[config.mk]
export PLATFORM = sky130hd
export DESIGN_NAME = acss_clock_select
export DESIGN_NICKNAME = d
export VERILOG_FILES = /design/src/inc/acss_pkg.sv /design/src/logic/acss_ref_monitor.sv /design/src/logic/acss_rate_tick.sv /design/src/logic/acss_clock_select.sv
export VERILOG_INCLUDE_DIRS = /design/src /design/src/inc
export SDC_FILE = /design/constraint.sdc
export NUM_CORES = 1
export LEC_CHECK = 0
export BUFFER_PORTS_ARGS = -buffer_cell sky130_fd_sc_hd__buf_2
export CORE_UTILIZATION = 43
export CTS_CLUSTER_DIAMETER = 150
export CTS_CLUSTER_SIZE = 14
export DETAILED_ROUTE_END_ITERATION = 8
export GPL_ROUTABILITY_DRIVEN = 0
export SLEW_MARGIN = 20
export SYNTH_ARGS = -nofsm -noshare
export SYNTH_HDL_FRONTEND = slang
export SYNTH_SLANG_ARGS = --single-unit
[constraint.sdc]
create_clock -name clk -period 3.1 [get_ports clk]
set_clock_uncertainty 0.15 [all_clocks]
set_input_delay 0.465 -clock clk [delete_from_list [all_inputs] [get_ports clk]]
set_output_delay 0.465 -clock clk [all_outputs]
set_load 0.02 [all_outputs]
[src/inc/acss_consts.svh]
// Offsets, field positions, reset values and timing counts of the clock source selector.
`ifndef ACSS_CONSTS_SVH
`define ACSS_CONSTS_SVH

`define ACSS_CLK_HZ 100000000
`define ACSS_CLK_PERIOD_NS 10

// Register byte offsets.
`define ACSS_OFS_CTRL 8'h00
`define ACSS_OFS_STATUS 8'h04
`define ACSS_OFS_INPUTS 8'h08
`define ACSS_OFS_IRQ_STAT 8'h0C
`define ACSS_OFS_IRQ_MASK 8'h10

// Control register fields.
`define ACSS_CTRL_FOLLOW 0
`define ACSS_CTRL_PREF_LSB 1
`define ACSS_CTRL_RATE_LSB 4
`define ACSS_CTRL_RESET 32'h0000_0031

// Status register fields.
`define ACSS_ST_SRC_LSB 0
`define ACSS_ST_EXT 2
`define ACSS_ST_RATE_LSB 3
`define ACSS_ST_MISMATCH 6
`define ACSS_ST_SPEED_LSB 7
`define ACSS_ST_CHANS_LSB 9

// Input status register: 2-bit state at 2*i, 3-bit rate at 8+3*i.
`define ACSS_IN_RATE_LSB 8

// Interrupt bits.
`define ACSS_IRQ_SRC_CHANGE 0
`define ACSS_IRQ_REF_LOST 1
`define ACSS_IRQ_MISMATCH 2
`define ACSS_IRQ_LOCK_CHANGE 3
`define ACSS_IRQ_WIDTH 4
`define ACSS_IRQ_MASK_RESET 4'h0

// Reference loss time and its cycle count.
`define ACSS_LOSS_TIME_US 100
`define ACSS_LOSS_CYCLES ((`ACSS_LOSS_TIME_US * 1000) / `ACSS_CLK_PERIOD_NS)

// Nominal sample periods in clock cycles, rounded down.
`define ACSS_PER_32K (`ACSS_CLK_HZ / 32000)
`define ACSS_PER_44K1 (`ACSS_CLK_HZ / 44100)
`define ACSS_PER_48K (`ACSS_CLK_HZ / 48000)
`define ACSS_PER_88K2 (`ACSS_CLK_HZ / 88200)
`define ACSS_PER_96K (`ACSS_CLK_HZ / 96000)
`define ACSS_PER_176K4 (`ACSS_CLK_HZ / 176400)
`define ACSS_PER_192K (`ACSS_CLK_HZ / 192000)

// Match tolerance as a right shift of the nominal period, 1/32.
`define ACSS_TOL_SHIFT 5

`endif

[src/inc/acss_pkg.sv]
// Types and the rate period table of the clock source selector.
`include "acss_consts.svh"

package acss_pkg;

  typedef enum logic [1:0] {
    SRC_WORD = 2'h0,
    SRC_AES = 2'h1,
    SRC_SPDIF = 2'h2,
    SRC_OPT = 2'h3
  } acss_src_t;

  typedef enum logic [2:0] {
    RATE_NONE = 3'h0,
    RATE_32K = 3'h1,
    RATE_44K1 = 3'h2,
    RATE_48K = 3'h3,
    RATE_88K2 = 3'h4,
    RATE_96K = 3'h5,
    RATE_176K4 = 3'h6,
    RATE_192K = 3'h7
  } acss_rate_t;

  typedef enum logic [1:0] {
    IN_NO_LOCK = 2'h0,
    IN_LOCK = 2'h1,
    IN_SYNC = 2'h2
  } acss_in_state_t;

  typedef enum logic [1:0] {
    SPEED_SINGLE = 2'h0,
    SPEED_DOUBLE = 2'h1,
    SPEED_QUAD = 2'h2
  } acss_speed_t;

  typedef enum logic [1:0] {
    ST_INTERNAL = 2'b00,
    ST_FOLLOW = 2'b01,
    ST_LOST = 2'b11
  } acss_state_t;

  function automatic logic [15:0] acss_nominal_period(input logic [2:0] code);
    logic [15:0] per;
    per = 16'(`ACSS_PER_48K);
    case (code)
      3'h1: per = 16'(`ACSS_PER_32K);
      3'h2: per = 16'(`ACSS_PER_44K1);
      3'h3: per = 16'(`ACSS_PER_48K);
      3'h4: per = 16'(`ACSS_PER_88K2);
      3'h5: per = 16'(`ACSS_PER_96K);
      3'h6: per = 16'(`ACSS_PER_176K4);
      3'h7: per = 16'(`ACSS_PER_192K);
      default: per = 16'(`ACSS_PER_48K);
    endcase
    return per;
  endfunction

endpackage

[src/logic/acss_ref_monitor.sv]
// Watches one reference input: synchronises it, measures its period and reports lock and rate.
`timescale 1ns/10ps
`include "acss_consts.svh"

module acss_ref_monitor #(
  parameter int LOSS_CYCLES = `ACSS_LOSS_CYCLES
) (
  input wire logic clk, // System clock.
  input wire logic arst_n, // Asynchronous reset, active low.
  input wire logic ref_pin, // Reference clock from the pin.
  output logic edge_pulse, // One-cycle pulse per reference rising edge.
  output logic locked, // Valid signal with a recognised rate.
  output logic [2:0] rate_code // Detected rate, none while unlocked.
);

  logic s1_reg, s2_reg, s3_reg;
  logic [15:0] cnt_reg;
  logic [2:0] last_code_reg;
  logic [2:0] rate_reg;
  logic lock_reg;
  logic edge_reg;
  logic [2:0] meas_code;
  logic [15:0] nom;
  logic [15:0] tol;

  wire rise = s2_reg & ~s3_reg;
  wire timeout = cnt_reg >= 16'(LOSS_CYCLES);
  wire [15:0] cnt_inc = (cnt_reg == 16'hFFFF) ? cnt_reg : cnt_reg + 16'h0001;

  // Classifies the last period against every known rate within about three percent.
  always_comb begin
    meas_code = 3'h0;
    nom = 16'h0000;
    tol = 16'h0000;
    for (int i = 1; i < 8; i++) begin
      nom = acss_pkg::acss_nominal_period(3'(i));
      tol = nom >> `ACSS_TOL_SHIFT;
      if (cnt_reg >= nom - tol && cnt_reg <= nom + tol) begin
        meas_code = 3'(i);
      end
    end
  end

  always_ff @(posedge clk or negedge arst_n) begin
    if (!arst_n) begin
      s1_reg <= 1'b0;
      s2_reg <= 1'b0;
      s3_reg <= 1'b0;
    end else begin
      s1_reg <= ref_pin;
      s2_reg <= s1_reg;
      s3_reg <= s2_reg;
    end
  end

  // The input is watched on every cycle, whatever the selector is doing. [RULE_01]
  always_ff @(posedge clk or negedge arst_n) begin
    if (!arst_n) begin
      cnt_reg <= 16'h0000;
      last_code_reg <= 3'h0;
      rate_reg <= 3'h0;
      lock_reg <= 1'b0;
      edge_reg <= 1'b0;
    end else begin
      edge_reg <= rise;
      cnt_reg <= rise ? 16'h0001 : cnt_inc;
      if (rise) begin
        last_code_reg <= meas_code;
        if (meas_code != 3'h0 && meas_code == last_code_reg) begin
          rate_reg <= meas_code; // [RULE_07]
          lock_reg <= 1'b1;
        end else if (meas_code == 3'h0) begin
          rate_reg <= 3'h0; // [RULE_07]
          lock_reg <= 1'b0;
        end
      end else if (timeout) begin
        rate_reg <= 3'h0; // [RULE_07]
        lock_reg <= 1'b0;
        last_code_reg <= 3'h0;
      end
    end
  end

  assign edge_pulse = edge_reg;
  assign locked = lock_reg;
  assign rate_code = rate_reg;

endmodule // acss_ref_monitor

[src/logic/acss_rate_tick.sv]
// Internal oscillator divider that ticks once per sample at the requested rate.
`timescale 1ns/10ps
`include "acss_consts.svh"

module acss_rate_tick (
  input wire logic clk, // System clock.
  input wire logic arst_n, // Asynchronous reset, active low.
  input wire logic [2:0] rate_code, // Requested rate; none runs at 48 kHz.
  output logic tick // One-cycle pulse per internal sample.
);

  logic [15:0] cnt_reg;
  logic tick_reg;

  wire [15:0] per = acss_pkg::acss_nominal_period(rate_code);
  wire wrap = cnt_reg >= per - 16'h0001;

  always_ff @(posedge clk or negedge arst_n) begin
    if (!arst_n) begin
      cnt_reg <= 16'h0000;
      tick_reg <= 1'b0;
    end else begin
      cnt_reg <= wrap ? 16'h0000 : cnt_reg + 16'h0001;
      tick_reg <= wrap;
    end
  end

  assign tick = tick_reg;

endmodule // acss_rate_tick

[src/logic/acss_clock_select.sv]
// Sample clock reference selector with per-input status, rate checks and register access.
//
// Summary of operation
// [RULE_01] Automatic mode monitors every input continuously.
// [RULE_02] Valid input replaces internal oscillator as clock.
// [RULE_03] Lost reference falls back to internal master.
// [RULE_04] Preferred input wins while valid, else scan.
// [RULE_05] No valid input means internal clock mode.
// [RULE_06] Each input reports no lock, lock, sync.
// [RULE_07] Report detected rate; unrecognised rate shows no lock.
// [RULE_08] Optical link: double speed 4, quad 2 channels.
// [RULE_09] 88.2/96 double, 176.4/192 quad; withdraw channels.
// [RULE_10] Slaved: external rate kept, host request ignored.
// [RULE_11] Actual rate readable; mismatch raises error flag.
// [RULE_12] Playback sample pacing follows the recovered clock.
// [RULE_13] Fallback order: word, AES, SPDIF, optical.
// [RULE_14] Only one master; others must receive clock.
`timescale 1ns/10ps
`include "acss_consts.svh"

module acss_clock_select #(
  parameter int LOSS_CYCLES = `ACSS_LOSS_CYCLES, // Reference loss timeout in cycles.
  parameter int NUM_INPUTS = 4, // Word clock, AES, SPDIF, optical.
  parameter int OPT_CHANNELS = 8 // Optical link channels at single speed.
) (
  input wire logic clk, // System clock, 100 MHz.
  input wire logic arst_n, // Asynchronous reset, active low.
  input wire logic word_clk_pin, // Word clock reference input.
  input wire logic aes_ref_pin, // Clock recovered from the AES receiver.
  input wire logic spdif_ref_pin, // Clock recovered from the coaxial receiver.
  input wire logic opt_ref_pin, // Clock recovered from the optical eight channel link.
  input wire logic [7:0] reg_addr, // Register byte address.
  input wire logic [31:0] reg_wdata, // Register write data.
  input wire logic reg_we, // Register write strobe.
  input wire logic reg_re, // Register read strobe.
  output logic [31:0] reg_rdata, // Read data, valid the cycle after the strobe.
  output logic irq, // Level interrupt.
  output logic sample_tick, // Playback sample pacing pulse.
  output logic clock_master, // High while running from the internal oscillator.
  output logic [1:0] cur_src, // Current reference source.
  output logic [2:0] eff_rate, // Effective sample rate code.
  output logic rate_mismatch, // Reference rate differs from the requested rate.
  output logic [7:0] opt_chan_en, // Usable optical link channels.
  output logic [2:0] opt_mux_factor // Link channels per audio channel: 1, 2 or 4.
);

  // Per-input monitors.
  logic [NUM_INPUTS-1:0] ref_pins;
  logic [NUM_INPUTS-1:0] locked;
  logic [NUM_INPUTS-1:0] edges;
  logic [2:0] rates [NUM_INPUTS];

  assign ref_pins = {opt_ref_pin, spdif_ref_pin, aes_ref_pin, word_clk_pin};

  for (genvar g = 0; g < NUM_INPUTS; g++) begin : g_mon
    acss_ref_monitor #(
      .LOSS_CYCLES(LOSS_CYCLES)
    ) u_mon (
      .clk(clk),
      .arst_n(arst_n),
      .ref_pin(ref_pins[g]),
      .edge_pulse(edges[g]),
      .locked(locked[g]),
      .rate_code(rates[g])
    );
  end

  // Software registers.
  logic [31:0] ctrl_reg;
  logic [`ACSS_IRQ_WIDTH-1:0] irq_stat_reg;
  logic [`ACSS_IRQ_WIDTH-1:0] irq_mask_reg;
  logic [31:0] rdata_reg;

  wire follow_en = ctrl_reg[`ACSS_CTRL_FOLLOW];
  wire [1:0] pref_src = ctrl_reg[`ACSS_CTRL_PREF_LSB +: 2];
  wire [2:0] req_rate = ctrl_reg[`ACSS_CTRL_RATE_LSB +: 3];

  // Candidate reference: the preferred input if valid, otherwise the first valid one.
  wire pref_ok = locked[pref_src]; // [RULE_04]
  wire any_lock = |locked;
  wire [1:0] scan_src = locked[0] ? 2'h0 :
                        locked[1] ? 2'h1 :
                        locked[2] ? 2'h2 : 2'h3; // [RULE_13]
  wire [1:0] cand_src = pref_ok ? pref_src : scan_src; // [RULE_04]

  // Reference selection state machine.
  acss_pkg::acss_state_t state_reg, state_next;
  logic [1:0] src_reg, src_next;

  always_comb begin
    state_next = state_reg;
    src_next = src_reg;
    case (state_reg)
      acss_pkg::ST_INTERNAL: begin
        if (follow_en && any_lock) begin
          state_next = acss_pkg::ST_FOLLOW; // [RULE_02]
          src_next = cand_src;
        end
      end
      acss_pkg::ST_FOLLOW: begin
        if (!follow_en) begin
          state_next = acss_pkg::ST_INTERNAL;
        end else if (!locked[src_reg]) begin
          state_next = acss_pkg::ST_LOST; // [RULE_03]
        end else if (pref_ok && src_reg != pref_src) begin
          src_next = pref_src; // [RULE_04]
        end
      end
      acss_pkg::ST_LOST: begin
        // Falls back to the oscillator for a cycle, then rescans the inputs.
        state_next = acss_pkg::ST_INTERNAL; // [RULE_03] [RULE_05]
      end
      default: begin
        state_next = acss_pkg::ST_INTERNAL;
      end
    endcase
  end

  always_ff @(posedge clk or negedge arst_n) begin
    if (!arst_n) begin
      state_reg <= acss_pkg::ST_INTERNAL;
    end else begin
      state_reg <= state_next;
    end
  end

  always_ff @(posedge clk or negedge arst_n) begin
    if (!arst_n) begin
      src_reg <= 2'h0;
    end else begin
      src_reg <= src_next;
    end
  end

  // Effective clock mode and rate.
  // While following, a host rate request only shows as a mismatch.
  wire external = state_reg == acss_pkg::ST_FOLLOW;
  wire [2:0] ref_rate = rates[src_reg];
  wire [2:0] eff_rate_w = external ? ref_rate : req_rate; // [RULE_10]
  wire mismatch_w = external && ref_rate != req_rate; // [RULE_11]
  wire is_double = eff_rate_w == acss_pkg::RATE_88K2 || eff_rate_w == acss_pkg::RATE_96K;
  wire is_quad = eff_rate_w == acss_pkg::RATE_176K4 || eff_rate_w == acss_pkg::RATE_192K;
  wire [1:0] speed_w = is_quad ? acss_pkg::SPEED_QUAD :
                       is_double ? acss_pkg::SPEED_DOUBLE : acss_pkg::SPEED_SINGLE; // [RULE_09]
  wire [2:0] mux_w = is_quad ? 3'h4 : is_double ? 3'h2 : 3'h1; // [RULE_08]
  wire [3:0] chans_w = is_quad ? 4'(OPT_CHANNELS / 4) :
                       is_double ? 4'(OPT_CHANNELS / 2) : 4'(OPT_CHANNELS); // [RULE_08]
  wire [7:0] chan_en_w = 8'((9'h001 << chans_w) - 9'h001); // [RULE_09]

  // Internal oscillator tick at the requested rate.
  logic int_tick;

  acss_rate_tick u_tick (
    .clk(clk),
    .arst_n(arst_n),
    .rate_code(req_rate),
    .tick(int_tick)
  );

  // Two pacing pulses never meet at a handover: the second is dropped.
  logic tick_reg;
  wire tick_w = (external ? edges[src_reg] : int_tick) & ~tick_reg; // [RULE_12]

  // Per-input state: sync when locked at the effective rate.
  // In internal mode the effective rate is the requested one.
  logic [2*NUM_INPUTS-1:0] in_state_w;
  logic [3*NUM_INPUTS-1:0] in_rate_w;

  for (genvar g = 0; g < NUM_INPUTS; g++) begin : g_state
    assign in_state_w[2*g +: 2] = !locked[g] ? acss_pkg::IN_NO_LOCK :
                                  rates[g] == eff_rate_w ? acss_pkg::IN_SYNC :
                                  acss_pkg::IN_LOCK; // [RULE_06]
    assign in_rate_w[3*g +: 3] = rates[g]; // [RULE_07]
  end

  // Output registers.
  logic master_reg;
  logic [1:0] cur_src_reg;
  logic [2:0] eff_rate_reg;
  logic mismatch_reg;
  logic [7:0] chan_en_reg;
  logic [2:0] mux_reg;
  logic [NUM_INPUTS-1:0] locked_d_reg;

  always_ff @(posedge clk or negedge arst_n) begin
    if (!arst_n) begin
      tick_reg <= 1'b0;
    end else begin
      tick_reg <= tick_w;
    end
  end

  always_ff @(posedge clk or negedge arst_n) begin
    if (!arst_n) begin
      master_reg <= 1'b1;
      cur_src_reg <= 2'h0;
    end else begin
      master_reg <= !external; // [RULE_14]
      cur_src_reg <= src_reg;
    end
  end

  always_ff @(posedge clk or negedge arst_n) begin
    if (!arst_n) begin
      eff_rate_reg <= 3'h0;
      mismatch_reg <= 1'b0;
    end else begin
      eff_rate_reg <= eff_rate_w;
      mismatch_reg <= mismatch_w; // [RULE_11]
    end
  end

  always_ff @(posedge clk or negedge arst_n) begin
    if (!arst_n) begin
      chan_en_reg <= 8'h00;
      mux_reg <= 3'h1;
    end else begin
      chan_en_reg <= chan_en_w; // [RULE_09]
      mux_reg <= mux_w;
    end
  end

  always_ff @(posedge clk or negedge arst_n) begin
    if (!arst_n) begin
      locked_d_reg <= '0;
    end else begin
      locked_d_reg <= locked;
    end
  end

  // Interrupt events.
  // Each event is a one-cycle pulse that the sticky status bit keeps.
  wire ev_src = state_next == acss_pkg::ST_FOLLOW &&
                (state_reg != acss_pkg::ST_FOLLOW || src_next != src_reg);
  wire ev_lost = state_reg == acss_pkg::ST_LOST;
  wire ev_mismatch = mismatch_w & ~mismatch_reg;
  wire ev_lock = locked != locked_d_reg;
  wire [`ACSS_IRQ_WIDTH-1:0] events = {ev_lock, ev_mismatch, ev_lost, ev_src};

  // Register decode.
  // Unmapped offsets read as zero and drop writes.
  wire sel_ctrl = reg_addr == `ACSS_OFS_CTRL;
  wire sel_status = reg_addr == `ACSS_OFS_STATUS;
  wire sel_inputs = reg_addr == `ACSS_OFS_INPUTS;
  wire sel_istat = reg_addr == `ACSS_OFS_IRQ_STAT;
  wire sel_imask = reg_addr == `ACSS_OFS_IRQ_MASK;
  wire [`ACSS_IRQ_WIDTH-1:0] w1c = (reg_we && sel_istat) ?
                                   reg_wdata[`ACSS_IRQ_WIDTH-1:0] : '0;

  wire [31:0] status_w = {19'h0_0000, chans_w, speed_w, mismatch_reg,
                          eff_rate_reg, external, src_reg}; // [RULE_11]
  wire [31:0] inputs_w = {12'h000, in_rate_w, in_state_w}; // [RULE_06]
  wire [31:0] rd_mux = sel_ctrl ? ctrl_reg :
                       sel_status ? status_w :
                       sel_inputs ? inputs_w :
                       sel_istat ? {28'h000_0000, irq_stat_reg} :
                       sel_imask ? {28'h000_0000, irq_mask_reg} : 32'h0000_0000;

  always_ff @(posedge clk or negedge arst_n) begin
    if (!arst_n) begin
      ctrl_reg <= `ACSS_CTRL_RESET;
    end else if (reg_we && sel_ctrl) begin
      ctrl_reg <= {25'h000_0000, reg_wdata[6:0]};
    end
  end

  always_ff @(posedge clk or negedge arst_n) begin
    if (!arst_n) begin
      irq_mask_reg <= `ACSS_IRQ_MASK_RESET;
    end else if (reg_we && sel_imask) begin
      irq_mask_reg <= reg_wdata[`ACSS_IRQ_WIDTH-1:0];
    end
  end

  // A new event in the clearing cycle keeps its bit set.
  always_ff @(posedge clk or negedge arst_n) begin
    if (!arst_n) begin
      irq_stat_reg <= '0;
    end else begin
      irq_stat_reg <= (irq_stat_reg & ~w1c) | events;
    end
  end

  always_ff @(posedge clk or negedge arst_n) begin
    if (!arst_n) begin
      rdata_reg <= 32'h0000_0000;
    end else begin
      rdata_reg <= reg_re ? rd_mux : 32'h0000_0000;
    end
  end

  assign reg_rdata = rdata_reg;
  assign irq = |(irq_stat_reg & irq_mask_reg);
  assign sample_tick = tick_reg;
  assign clock_master = master_reg;
  assign cur_src = cur_src_reg;
  assign eff_rate = eff_rate_reg;
  assign rate_mismatch = mismatch_reg;
  assign opt_chan_en = chan_en_reg;
  assign opt_mux_factor = mux_reg;

endmodule // acss_clock_select

==> impl_metrics.json, run 1 <==
{
  "finalSetupTns_ns": 0,
  "syn-mean-instance-area_um2": 9.051,
  "startpoint_type": "flop",
  "netlist_area_um2": 11090,
  "initial_core_util_pct": 43.90,
  "wl_met3_um": 1205,
  "io-pin-count": 100,
  "seqPwrFrac_pct": 44.8,
  "cts-root-buf": "clkbuf_16",
  "largest_reg_flops": 64,
  "grt_first_pass_wirelength_um": 43100,
  "fin_crit_ns": 2.955,
  "grt_pass1_vias": 8645,
  "synth-edff-count": 0,
  "pwr-share-clk_pct": 37.1,
  "ant_nets": 0,
  "cp-end-kind": "flop",
  "insertedDiodeCount": 0,
  "cpPeakStageDelay_ns": 0.55,
  "num_rows": 58,
  "port_buffers": 62,
  "synthCells": 1225,
  "worstPathMaxFanout": 4,
  "grt_antenna_before_repair": 0,
  "crit_type": "flop to flop",
  "seq_area_frac_synth_pct": 41.36,
  "power.switching_w": 0.001835,
  "cellLeakagePower_nw": 5.860,
  "slew_headroom_pct": 58.42,
  "dr.pass1.iters": 6,
  "synth_ff_type": "dfrtp_1",
  "fmax_mhz": 338.4,
  "ys_top_cells_by_area": "dfrtp_1, nor2_1, xnor2_1",
  "hold_slack_ns": 0.1303,
  "yosys.area.top_type": "dfrtp_1",
  "nNetsFinal": 1386,
  "slew_violations": 0,
  "crit_path_top_delay_cell": "or4_4",
  "stdcell_area_um2": 12790,
  "hold_path_class": "primary input to flop",
  "worstPathArrival_ns": 3.12,
  "avgViaCountPerCell": 5.609,
  "async_flop_share_pct": 100.0,
  "power_density_nw_per_um2": 480.4,
  "die_h_um": 162.6,
  "path_clk_slew_ns": 0.07,
  "final_cells": 1651,
  "clk_latency_ns": 0.44,
  "required_ns": 3.27,
  "peakVddDrop_v": 0.0003553,
  "die-area_um2": 26430,
  "drtIter0Drc": 661,
  "path_buf_inv": 1,
  "drt-met1-wl_um": 12270,
  "routed_wl_um": 25700,
  "setup_viol": 0,
  "p_comb_share_pct": 18.1,
  "met2_length_um": 11900,
  "areaGrowthSynthToFinish_pct": 15.35,
  "route.detailed.drc": 0,
  "swShare_pct": 29.88,
  "grt_use_total_pct": 20.08,
  "outcome": "finished clean",
  "final_util_pct": 50.64,
  "h-tree-depth": 4,
  "cpLargestDelayFamily": "compound AO/OA/AOI/OAI gates",
  "die_w_um": 162.6,
  "tightest_slew_ns": 0.6081,
  "maxUsedRoutingLayer": "met4",
  "numCtsBuffers": 17,
  "post-route-period-util_pct": 95.32,
  "power.internal_w": 0.004308,
  "hold_violations": 0,
  "drive_above_1_share_pct": 17.41,
  "placed_area_um2": 12010,
  "ys_ff_latch": 183,
  "vias": 9260,
  "synth_warnings": 0,
  "cts_tree": "built",
  "coreArea_um2": 25250,
  "hpwlAfterDp_um": 18350,
  "place_inst": 1611,
  "clkSinkCount": 183,
  "synth_top_area_share_pct": 40.18,
  "grt_start_max_net_pins": 74,
  "synth_common_cells": "dfrtp_1, nor2_1, nand2_1",
  "synth_most_common_cell": "dfrtp_1",
  "wire_per_inst_um": 15.57,
  "drv_cap": 0,
  "crit_chain": "ha_1 > nand2b_1 > o311a_1 > a32oi_2 > o22ai_1 > or4_4 > xor2_1 > nor3_4 > buf_4 > a32o_1",
  "grt-ovfl-total": 0,
  "synth_cell_types": 84,
  "cts_buffer_depth": 2
}
==> power by group through the flow <==
stage	Combinational, W	Sequential (W)	Clock, W
after floorplan	0.000839	0.00268	0
after global placement	0.00106	0.00279	0
after detailed placement	0.00108	0.00279	0
after CTS	0.00109	0.00275	0.00235
after global routing	0.00124	0.00278	0.00244
final	0.00111	0.00275	0.00228
==> cell families (layout without fill, tap and decap cells) <==
logic type / Yosys count / count (layout) / share of synthesized area, %
AO/OA/AOI/OAI: 248 / 248 / 15.99
XOR/XNOR: 95 / 95 / 7.505
adder cells (fa/ha/maj): 31 / 31 / 3.476
buffers and inverters: 144 / 223 / 5.755
flip-flops: 183 / 183 / 41.36
multiplexers: 22 / 22 / 2.562
other: 2 / 19 / 0.06774
AND/OR/NAND/NOR: 500 / 500 / 23.28
==> path summary, 6_finish.rpt <==
path | slack (ns) | from | endpoint | cells past startpoint
setup / recovery | 0.15 | g_mon[2].u_mon.cnt_reg[0]$_DFFE_PN0P_ | g_mon[2].u_mon.rate_code[2]$_DFFE_PN0P_ | 10
max in group asynchronous | 1.56 | arst_n | g_mon[0].u_mon.cnt_reg[0]$_DFFE_PN0P_ | 3
hold / removal | 0.13 | reg_wdata[5] | ctrl_reg[5]$_DFFE_PN1P_ | 2
min in group asynchronous | 0.44 | arst_n | g_mon[0].u_mon.cnt_reg[3]$_DFFE_PN0P_ | 2
hold reg to reg | 0.20 | g_mon[1].u_mon.s1_reg$_DFF_PN0_ | g_mon[1].u_mon.s2_reg$_DFF_PN0_ | 0
setup reg to reg | 0.15 | g_mon[2].u_mon.cnt_reg[0]$_DFFE_PN0P_ | g_mon[2].u_mon.rate_code[2]$_DFFE_PN0P_ | 10
==> cell type report <==
type                    count  area [um2]
repair buffers            145       979.7
inverters                  46       172.7
clock buffers              20       446.7
clock inverters            12       168.9
multi-input cells         915        6017
flip-flops and latches    183        4591
fillers                  2387       12470
well taps                 330       412.9
==> metal layers <==
layer	vias up	global-route usage (%)
li1	4524	-
met1	4446	28.10
met2	260	32.05
met3	30	3.641
met4	0	4.885
met5	-	0
==> cell usage in the layout, fill, tap and decap left out, types with 17 or more instances in the layout <==
cell type,synthesis,layout
nand4_1,25,25
xnor2_1,50,50
buf_2,11,61
o21ai_0,45,43
ha_1,30,29
nor3_1,31,31
nand2_1,89,89
nor2_1,138,138
nand3_1,51,51
buf_4,18,76
nor2b_1,21,21
xor2_1,45,45
dfrtp_1,178,174
inv_1,46,46
nor4_1,31,27
clkbuf_16,0,17
a21oi_1,44,44
conb_1,2,19
==> metrics by stage <==
| stage | total power (W) | setup slack (ns) |
|---|---|---|
| 2_1_floorplan | 0.003516 | 0.002143 |
| 3_3_place_gp | 0.003852 | 0.07635 |
| 3_5_place_dp | 0.003869 | 0.06761 |
| 4_1_cts | 0.006189 | 0.03692 |
| 5_1_grt | 0.006462 | -0.04845 |
| 6_report | 0.006143 | 0.1452 |
==> what timing repair did <==
action | CTS | global route
setup buffers | 0 | 3
gates resized for setup | 0 | 25
hold buffers | 5 | 0
endpoints found under the setup margin | 0 | 15
endpoints found under the hold margin | 72 | 0
No activity file was read; power rests on OpenSTA's default activity.
==> run 2, diff against run 1 <==
Clock period 3.1 ns to 2.7 ns, I/O delays scaled along.
==> impl_metrics.json, run 2 (same netlist as run 1, synthesis figures left out) <==
{
  "numCtsBuffers": 17,
  "largest_reg_flops": 64,
  "hold_slack_ns": 0.05702,
  "ff_latch_area_um2": 4594,
  "setup_slack_ns": -0.2082,
  "place_inst": 1704,
  "tightest_slew_ns": 0.6111,
  "r2r-end": "g_mon[3].u_mon.rate_code[0]$_DFFE_PN0P_",
  "rsz0062_at_grt": "yes",
  "crit_type": "flop to flop",
  "final_cells": 1765,
  "cts_buffer_depth": 2,
  "grt_first_pass_wirelength_um": 45350,
  "path_clk_slew_ns": 0.08,
  "die-area_um2": 26430,
  "hold_path_class": "primary input to flop",
  "power.switching_w": 0.002358,
  "h-tree-depth": 4,
  "regToRegSetupSlack_ns": -0.21,
  "p_total_w": 0.007397,
  "power.internal_w": 0.005040,
  "fillerInstances": 2220,
  "cpPeakStageDelay_ns": 0.53,
  "route.detailed.drc": 0,
  "coreArea_um2": 25250,
  "dr.pass1.iters": 5,
  "drv_cap": 0,
  "final_cell_mix": "buf_4, dfrtp_1, nor2_1",
  "routed_wl_um": 27570,
  "worstPathArrival_ns": 3.09,
  "die_h_um": 162.6,
  "hold_path_end": "ctrl_reg[5]$_DFFE_PN1P_",
  "grt_antenna_before_repair": 0,
  "cellLeakagePower_nw": 6.496,
  "setup_viol": 22,
  "initial_core_util_pct": 43.90,
  "num_rows": 58,
  "crit_chain": "inv_2 > buf_4 > ha_2 > buf_4 > inv_2 > a2111oi_2 > buf_4 > o31ai_4 > a31oi_2 > or4_4 > xor2_1 > nor3_2 > o21bai_2 > a22o_1",
  "swShare_pct": 31.87,
  "required_ns": 2.88,
  "startpoint_type": "flop",
  "hold_violations": 0,
  "cts_tree": "built",
  "final_common_cell": "buf_4",
  "peakVddDrop_v": 0.0004672,
  "fin_crit_ns": 2.908,
  "path_buf_inv": 5,
  "reg2reg_depth": 14,
  "areaGrowthSynthToFinish_pct": 27.95,
  "drtIter0Drc": 617,
  "pwr-share-clk_pct": 34.3,
  "vias": 9671,
  "p_comb_share_pct": 23.2,
  "cts-root-buf": "clkbuf_16",
  "post-route-period-util_pct": 107.7,
  "hold_depth": 2,
  "slew_violations": 0,
  "cpLargestDelayFamily": "simple AND/OR/NAND/NOR gates",
  "grt_use_total_pct": 21.08,
  "avgViaCountPerCell": 5.479,
  "slew_headroom_pct": 59.18,
  "cp_common_cell": "buf_4",
  "wire_per_inst_um": 15.62,
  "die_w_um": 162.6,
  "r2r-start": "g_mon[3].u_mon.cnt_reg[1]$_DFFE_PN0P_",
  "multi_input_area_um2": 6538,
  "ant_nets": 0,
  "fmax_mhz": 343.9,
  "crit_path_top_delay_cell": "or4_4",
  "insertedDiodeCount": 0,
  "seqPwrFrac_pct": 42.5,
  "port_buffers": 62,
  "grt-ovfl-total": 0,
  "grt_start_max_net_pins": 71,
  "violations": "negative setup slack",
  "outcome": "complete, but fails checks",
  "nNetsFinal": 1500,
  "drive_above_1_share_pct": 30.17,
  "min-delay-start": "reg_wdata[5]",
  "hpwlAfterDp_um": 19270,
  "post-place-ws_ns": -0.2572,
  "clkSinkCount": 183,
  "clk_latency_ns": 0.44,
  "worstPathMaxFanout": 4,
  "grt_pass1_vias": 9141,
  "io-pin-count": 100,
  "cp-end-kind": "flop",
  "power_density_nw_per_um2": 521.5
}
[run 2: cell types whose count changed in the layout (fill, tap and decap cells not counted), sizes merged]
cell    delta
buf      +114
bufinv     -2
inv        +2
clkinv     +2
clkbuf     -2
[run 2: worst max path at each step]
| stage | depth (start not counted) | slack (ns) | from | end |
|---|---|---|---|---|
| 2_1_floorplan | 10 | -0.13 | g_mon[3].u_mon.cnt_reg[13]$_DFFE_PN0P_ | g_mon[3].u_mon.rate_code[2]$_DFFE_PN0P_ |
| 3_3_place_gp | 12 | -0.16 | g_mon[3].u_mon.cnt_reg[1]$_DFFE_PN0P_ | g_mon[3].u_mon.rate_code[0]$_DFFE_PN0P_ |
| 3_5_place_dp | 12 | -0.26 | g_mon[3].u_mon.cnt_reg[1]$_DFFE_PN0P_ | g_mon[3].u_mon.rate_code[1]$_DFFE_PN0P_ |
| 4_1_cts | 9 | -0.19 | g_mon[3].u_mon.cnt_reg[14]$_DFFE_PN0P_ | g_mon[3].u_mon.rate_code[1]$_DFFE_PN0P_ |
| 5_1_grt | 14 | -0.34 | g_mon[3].u_mon.cnt_reg[1]$_DFFE_PN0P_ | g_mon[3].u_mon.rate_code[0]$_DFFE_PN0P_ |
| 6_report | 14 | -0.21 | g_mon[3].u_mon.cnt_reg[1]$_DFFE_PN0P_ | g_mon[3].u_mon.rate_code[0]$_DFFE_PN0P_ |
[run 2: worst register-to-register path, delay by kind of cell (launching register included)]
family / cells / cell delay, ns
simple gates: 2 / 0.74
compound gates: 5 / 0.69
buf+inv: 5 / 0.54
flops: 1 / 0.36
fa+ha+maj: 1 / 0.18
xor+xnor: 1 / 0.16
[run 2: power groups by stage]
stage               registers, W  clock network [W]  logic (W)
finish                   0.00314            0.00254    0.00171
CTS                      0.00312            0.00259    0.00160
global route             0.00317            0.00271    0.00189
floorplan                0.00308                  0    0.00102
global placement         0.00316                  0    0.00148
detailed placement       0.00316                  0    0.00150
[run 2: what timing repair did]
action | CTS | global route
setup endpoints to repair | 29 | 48
gates cloned | 1 | 0
hold endpoints to repair | 69 | 0
hold buffers | 5 | 0
gates resized for setup | 49 | 74
pin swaps | 27 | 35
buffers inserted | 15 | 8
[run 2: final cells by class]
| type | instances | share of cell area [%] |
|---|---|---|
| repair buffers | 259 | 13.19 |
| flip-flops and latches | 183 | 32.39 |
| well taps | 330 | 2.911 |
| clock inverters | 14 | 1.094 |
| inverters | 46 | 1.235 |
| clock buffers | 18 | 3.096 |
| multi-input cells | 915 | 46.08 |
[run 2: per-stage QoR]
stage	area [um2]	utilization [%]	TNS (ns)
6_report	14190	56.17	-0.9611
5_1_grt	14190	56.17	-5.079
4_1_cts	13790	54.62	-1.393
3_5_place_dp	12840	50.83	-1.782
3_3_place_gp	12840	50.83	-0.9829
2_1_floorplan	11300	-	-0.5555
[run 2: layer usage]
layer | vias to the layer above | GRT usage, % | wire length (um)
li1 | 4732 | - | -
met1 | 4636 | 29.64 | 12930
met2 | 260 | 33.64 | 12910
met3 | 43 | 3.463 | 1300
met4 | 0 | 5.480 | 435
met5 | - | 0 | 0
==> run 3, diff against run 2 <==
Settings changed: CORE_ASPECT_RATIO from default to 2, TNS_END_PERCENT from default to 10.
==> impl_metrics.json, run 3 (same netlist as run 1, synthesis figures left out) <==
{
  "fillerInstances": 2344,
  "h-tree-depth": 4,
  "ant_nets": 0,
  "routed_wl_um": 29370,
  "slew_headroom_pct": 57.71,
  "r2r-end": "g_mon[3].u_mon.rate_code[2]$_DFFE_PN0P_",
  "port_buffers": 62,
  "rsz0062_at_grt": "yes",
  "wire_per_inst_um": 16.26,
  "grt_pass1_vias": 10320,
  "hpwlAfterDp_um": 22230,
  "grt_start_max_net_pins": 58,
  "final_common_cell": "buf_4",
  "clkSinkCount": 183,
  "fmax_mhz": 341.8,
  "cp-endpoint": "g_mon[3].u_mon.rate_code[2]$_DFFE_PN0P_",
  "io-pin-count": 100,
  "areaGrowthSynthToFinish_pct": 27.80,
  "cpLargestDelayFamily": "simple AND/OR/NAND/NOR gates",
  "path_clk_slew_ns": 0.07,
  "crit_chain": "or3_4 > or3_4 > o31ai_4 > a31oi_2 > or4_4 > xor2_1 > nor3_2 > o21bai_1 > a22o_1",
  "post-place-ws_ns": -0.2777,
  "crit_start": "g_mon[3].u_mon.cnt_reg[14]$_DFFE_PN0P_",
  "nNetsFinal": 1535,
  "numCtsBuffers": 17,
  "die_w_um": 115.5,
  "dr.pass1.iters": 5,
  "worstPathArrival_ns": 3.11,
  "slew_violations": 0,
  "post-route-period-util_pct": 108.3,
  "hold_violations": 0,
  "hold_slack_ns": 0.05183,
  "die_h_um": 229.1,
  "r2r-start": "g_mon[3].u_mon.cnt_reg[14]$_DFFE_PN0P_",
  "startpoint_type": "flop",
  "tightest_slew_ns": 0.6331,
  "drtIter0Drc": 637,
  "cp-end-kind": "flop",
  "hold_depth": 2,
  "multi_input_area_um2": 6289,
  "setup_slack_ns": -0.2253,
  "crit_type": "flop to flop",
  "reg2reg_depth": 9,
  "cts_tree": "built",
  "required_ns": 2.89,
  "violations": "negative setup slack",
  "path_buf_inv": 0,
  "regToRegSetupSlack_ns": -0.23,
  "initial_core_util_pct": 43.93,
  "cts_buffer_depth": 2,
  "fin_crit_ns": 2.925,
  "worstPathMaxFanout": 3,
  "largest_reg_flops": 64,
  "path_depth": 9,
  "peakVddDrop_v": 0.0004900,
  "grt_use_total_pct": 23.68,
  "ff_latch_area_um2": 4588,
  "coreArea_um2": 25240,
  "cp_common_cell": "or3_4",
  "setup_viol": 15,
  "vias": 10010,
  "avgViaCountPerCell": 5.544,
  "cellLeakagePower_nw": 6.666,
  "drive_above_1_share_pct": 28.98,
  "outcome": "complete, but fails checks",
  "insertedDiodeCount": 0,
  "grt_first_pass_wirelength_um": 49220,
  "clk_latency_ns": 0.45,
  "drv_cap": 0,
  "num_rows": 82,
  "grt_antenna_before_repair": 0,
  "cpPeakStageDelay_ns": 0.50,
  "grt-ovfl-total": 0,
  "hold_path_class": "primary input to flop",
  "crit_path_top_delay_cell": "or4_4",
  "cts-root-buf": "clkbuf_16",
  "power_density_nw_per_um2": 519.3,
  "route.detailed.drc": 0,
  "die-area_um2": 26470,
  "final_cell_mix": "buf_4, dfrtp_1, nor2_1"
}
-- run 3: cell count changes in the layout (fill, tap and decap cells not counted), sizes merged --
cell      before  now
buf          253  288
inv           52   48
clkinvlp       0    3
bufinv         1    2
clkinv         7    4
clkbuf        19   22
-- run 3: metrics by stage --
step	instance area (um2)	instances	utilization [%]	TNS, ns	total power [W]
2_1_floorplan	11230	1242	-	-1.162	0.004062
3_3_place_gp	13130	1759	52.03	-2.353	0.004715
3_5_place_dp	13130	1759	52.03	-2.781	0.004731
4_1_cts	13930	1801	55.21	-1.806	0.007374
5_1_grt	14170	1806	56.14	-5.280	0.007781
6_report	14170	1806	56.14	-1.784	0.007358
-- run 3: cell type report --
class	count	area share, %
clock buffer	21	3.320
clock inverter	11	0.8478
inverter	46	1.236
multi-input combinational	915	44.38
sequential	183	32.38
tap	336	2.967
timing repair buffer	294	14.86
-- run 3: worst register-to-register path: stages (launching register included) --
cell and delay, ns:
dfrtp_1 0.38, or3_4 0.41, or3_4 0.38, o31ai_4 0.23, a31oi_2 0.07, or4_4 0.50
xor2_1 0.16, nor3_2 0.16, o21bai_1 0.13, a22o_1 0.24
-- run 3: report_power, final --
part / switching (W) / leakage [nW] / internal (W) / total [W]
registers: 0.000204 / 2.45 / 0.00290 / 0.00310
clock network: 0.00108 / 0.286 / 0.00143 / 0.00251
logic: 0.000931 / 3.93 / 0.000810 / 0.00174
-- run 3: how the worst min path moves through the flow --
stage / startpoint / end / slack [ns]
after floorplan: arst_n / ctrl_reg[1]$_DFFE_PN0P_ / -0.04
after global placement: g_mon[1].u_mon.s1_reg$_DFF_PN0_ / g_mon[1].u_mon.s2_reg$_DFF_PN0_ / 0.18
after detailed placement: g_mon[0].u_mon.s1_reg$_DFF_PN0_ / g_mon[0].u_mon.s2_reg$_DFF_PN0_ / 0.18
after CTS: reg_wdata[6] / ctrl_reg[6]$_DFFE_PN0P_ / 0.02
after global routing: reg_wdata[6] / ctrl_reg[6]$_DFFE_PN0P_ / 0.04
final: reg_wdata[6] / ctrl_reg[6]$_DFFE_PN0P_ / 0.05
-- run 3: repair_timing --
item	4_1_cts	5_1_grt
hold buffers	5	0
pin swaps	18	10
endpoints found under the setup margin	32	43
setup buffers	5	5
hold endpoints to repair	55	0
gates resized for setup	34	43
-- run 3: metal layers --
metal | wire length [um] | track usage [%] | vias up
met4 | 1521 | 13.35 | 0
li1 | - | - | 4821
met1 | 10670 | 23.97 | 4849
met5 | 0 | 0 | -
met3 | 808 | 3.996 | 105
met2 | 16380 | 44.31 | 237
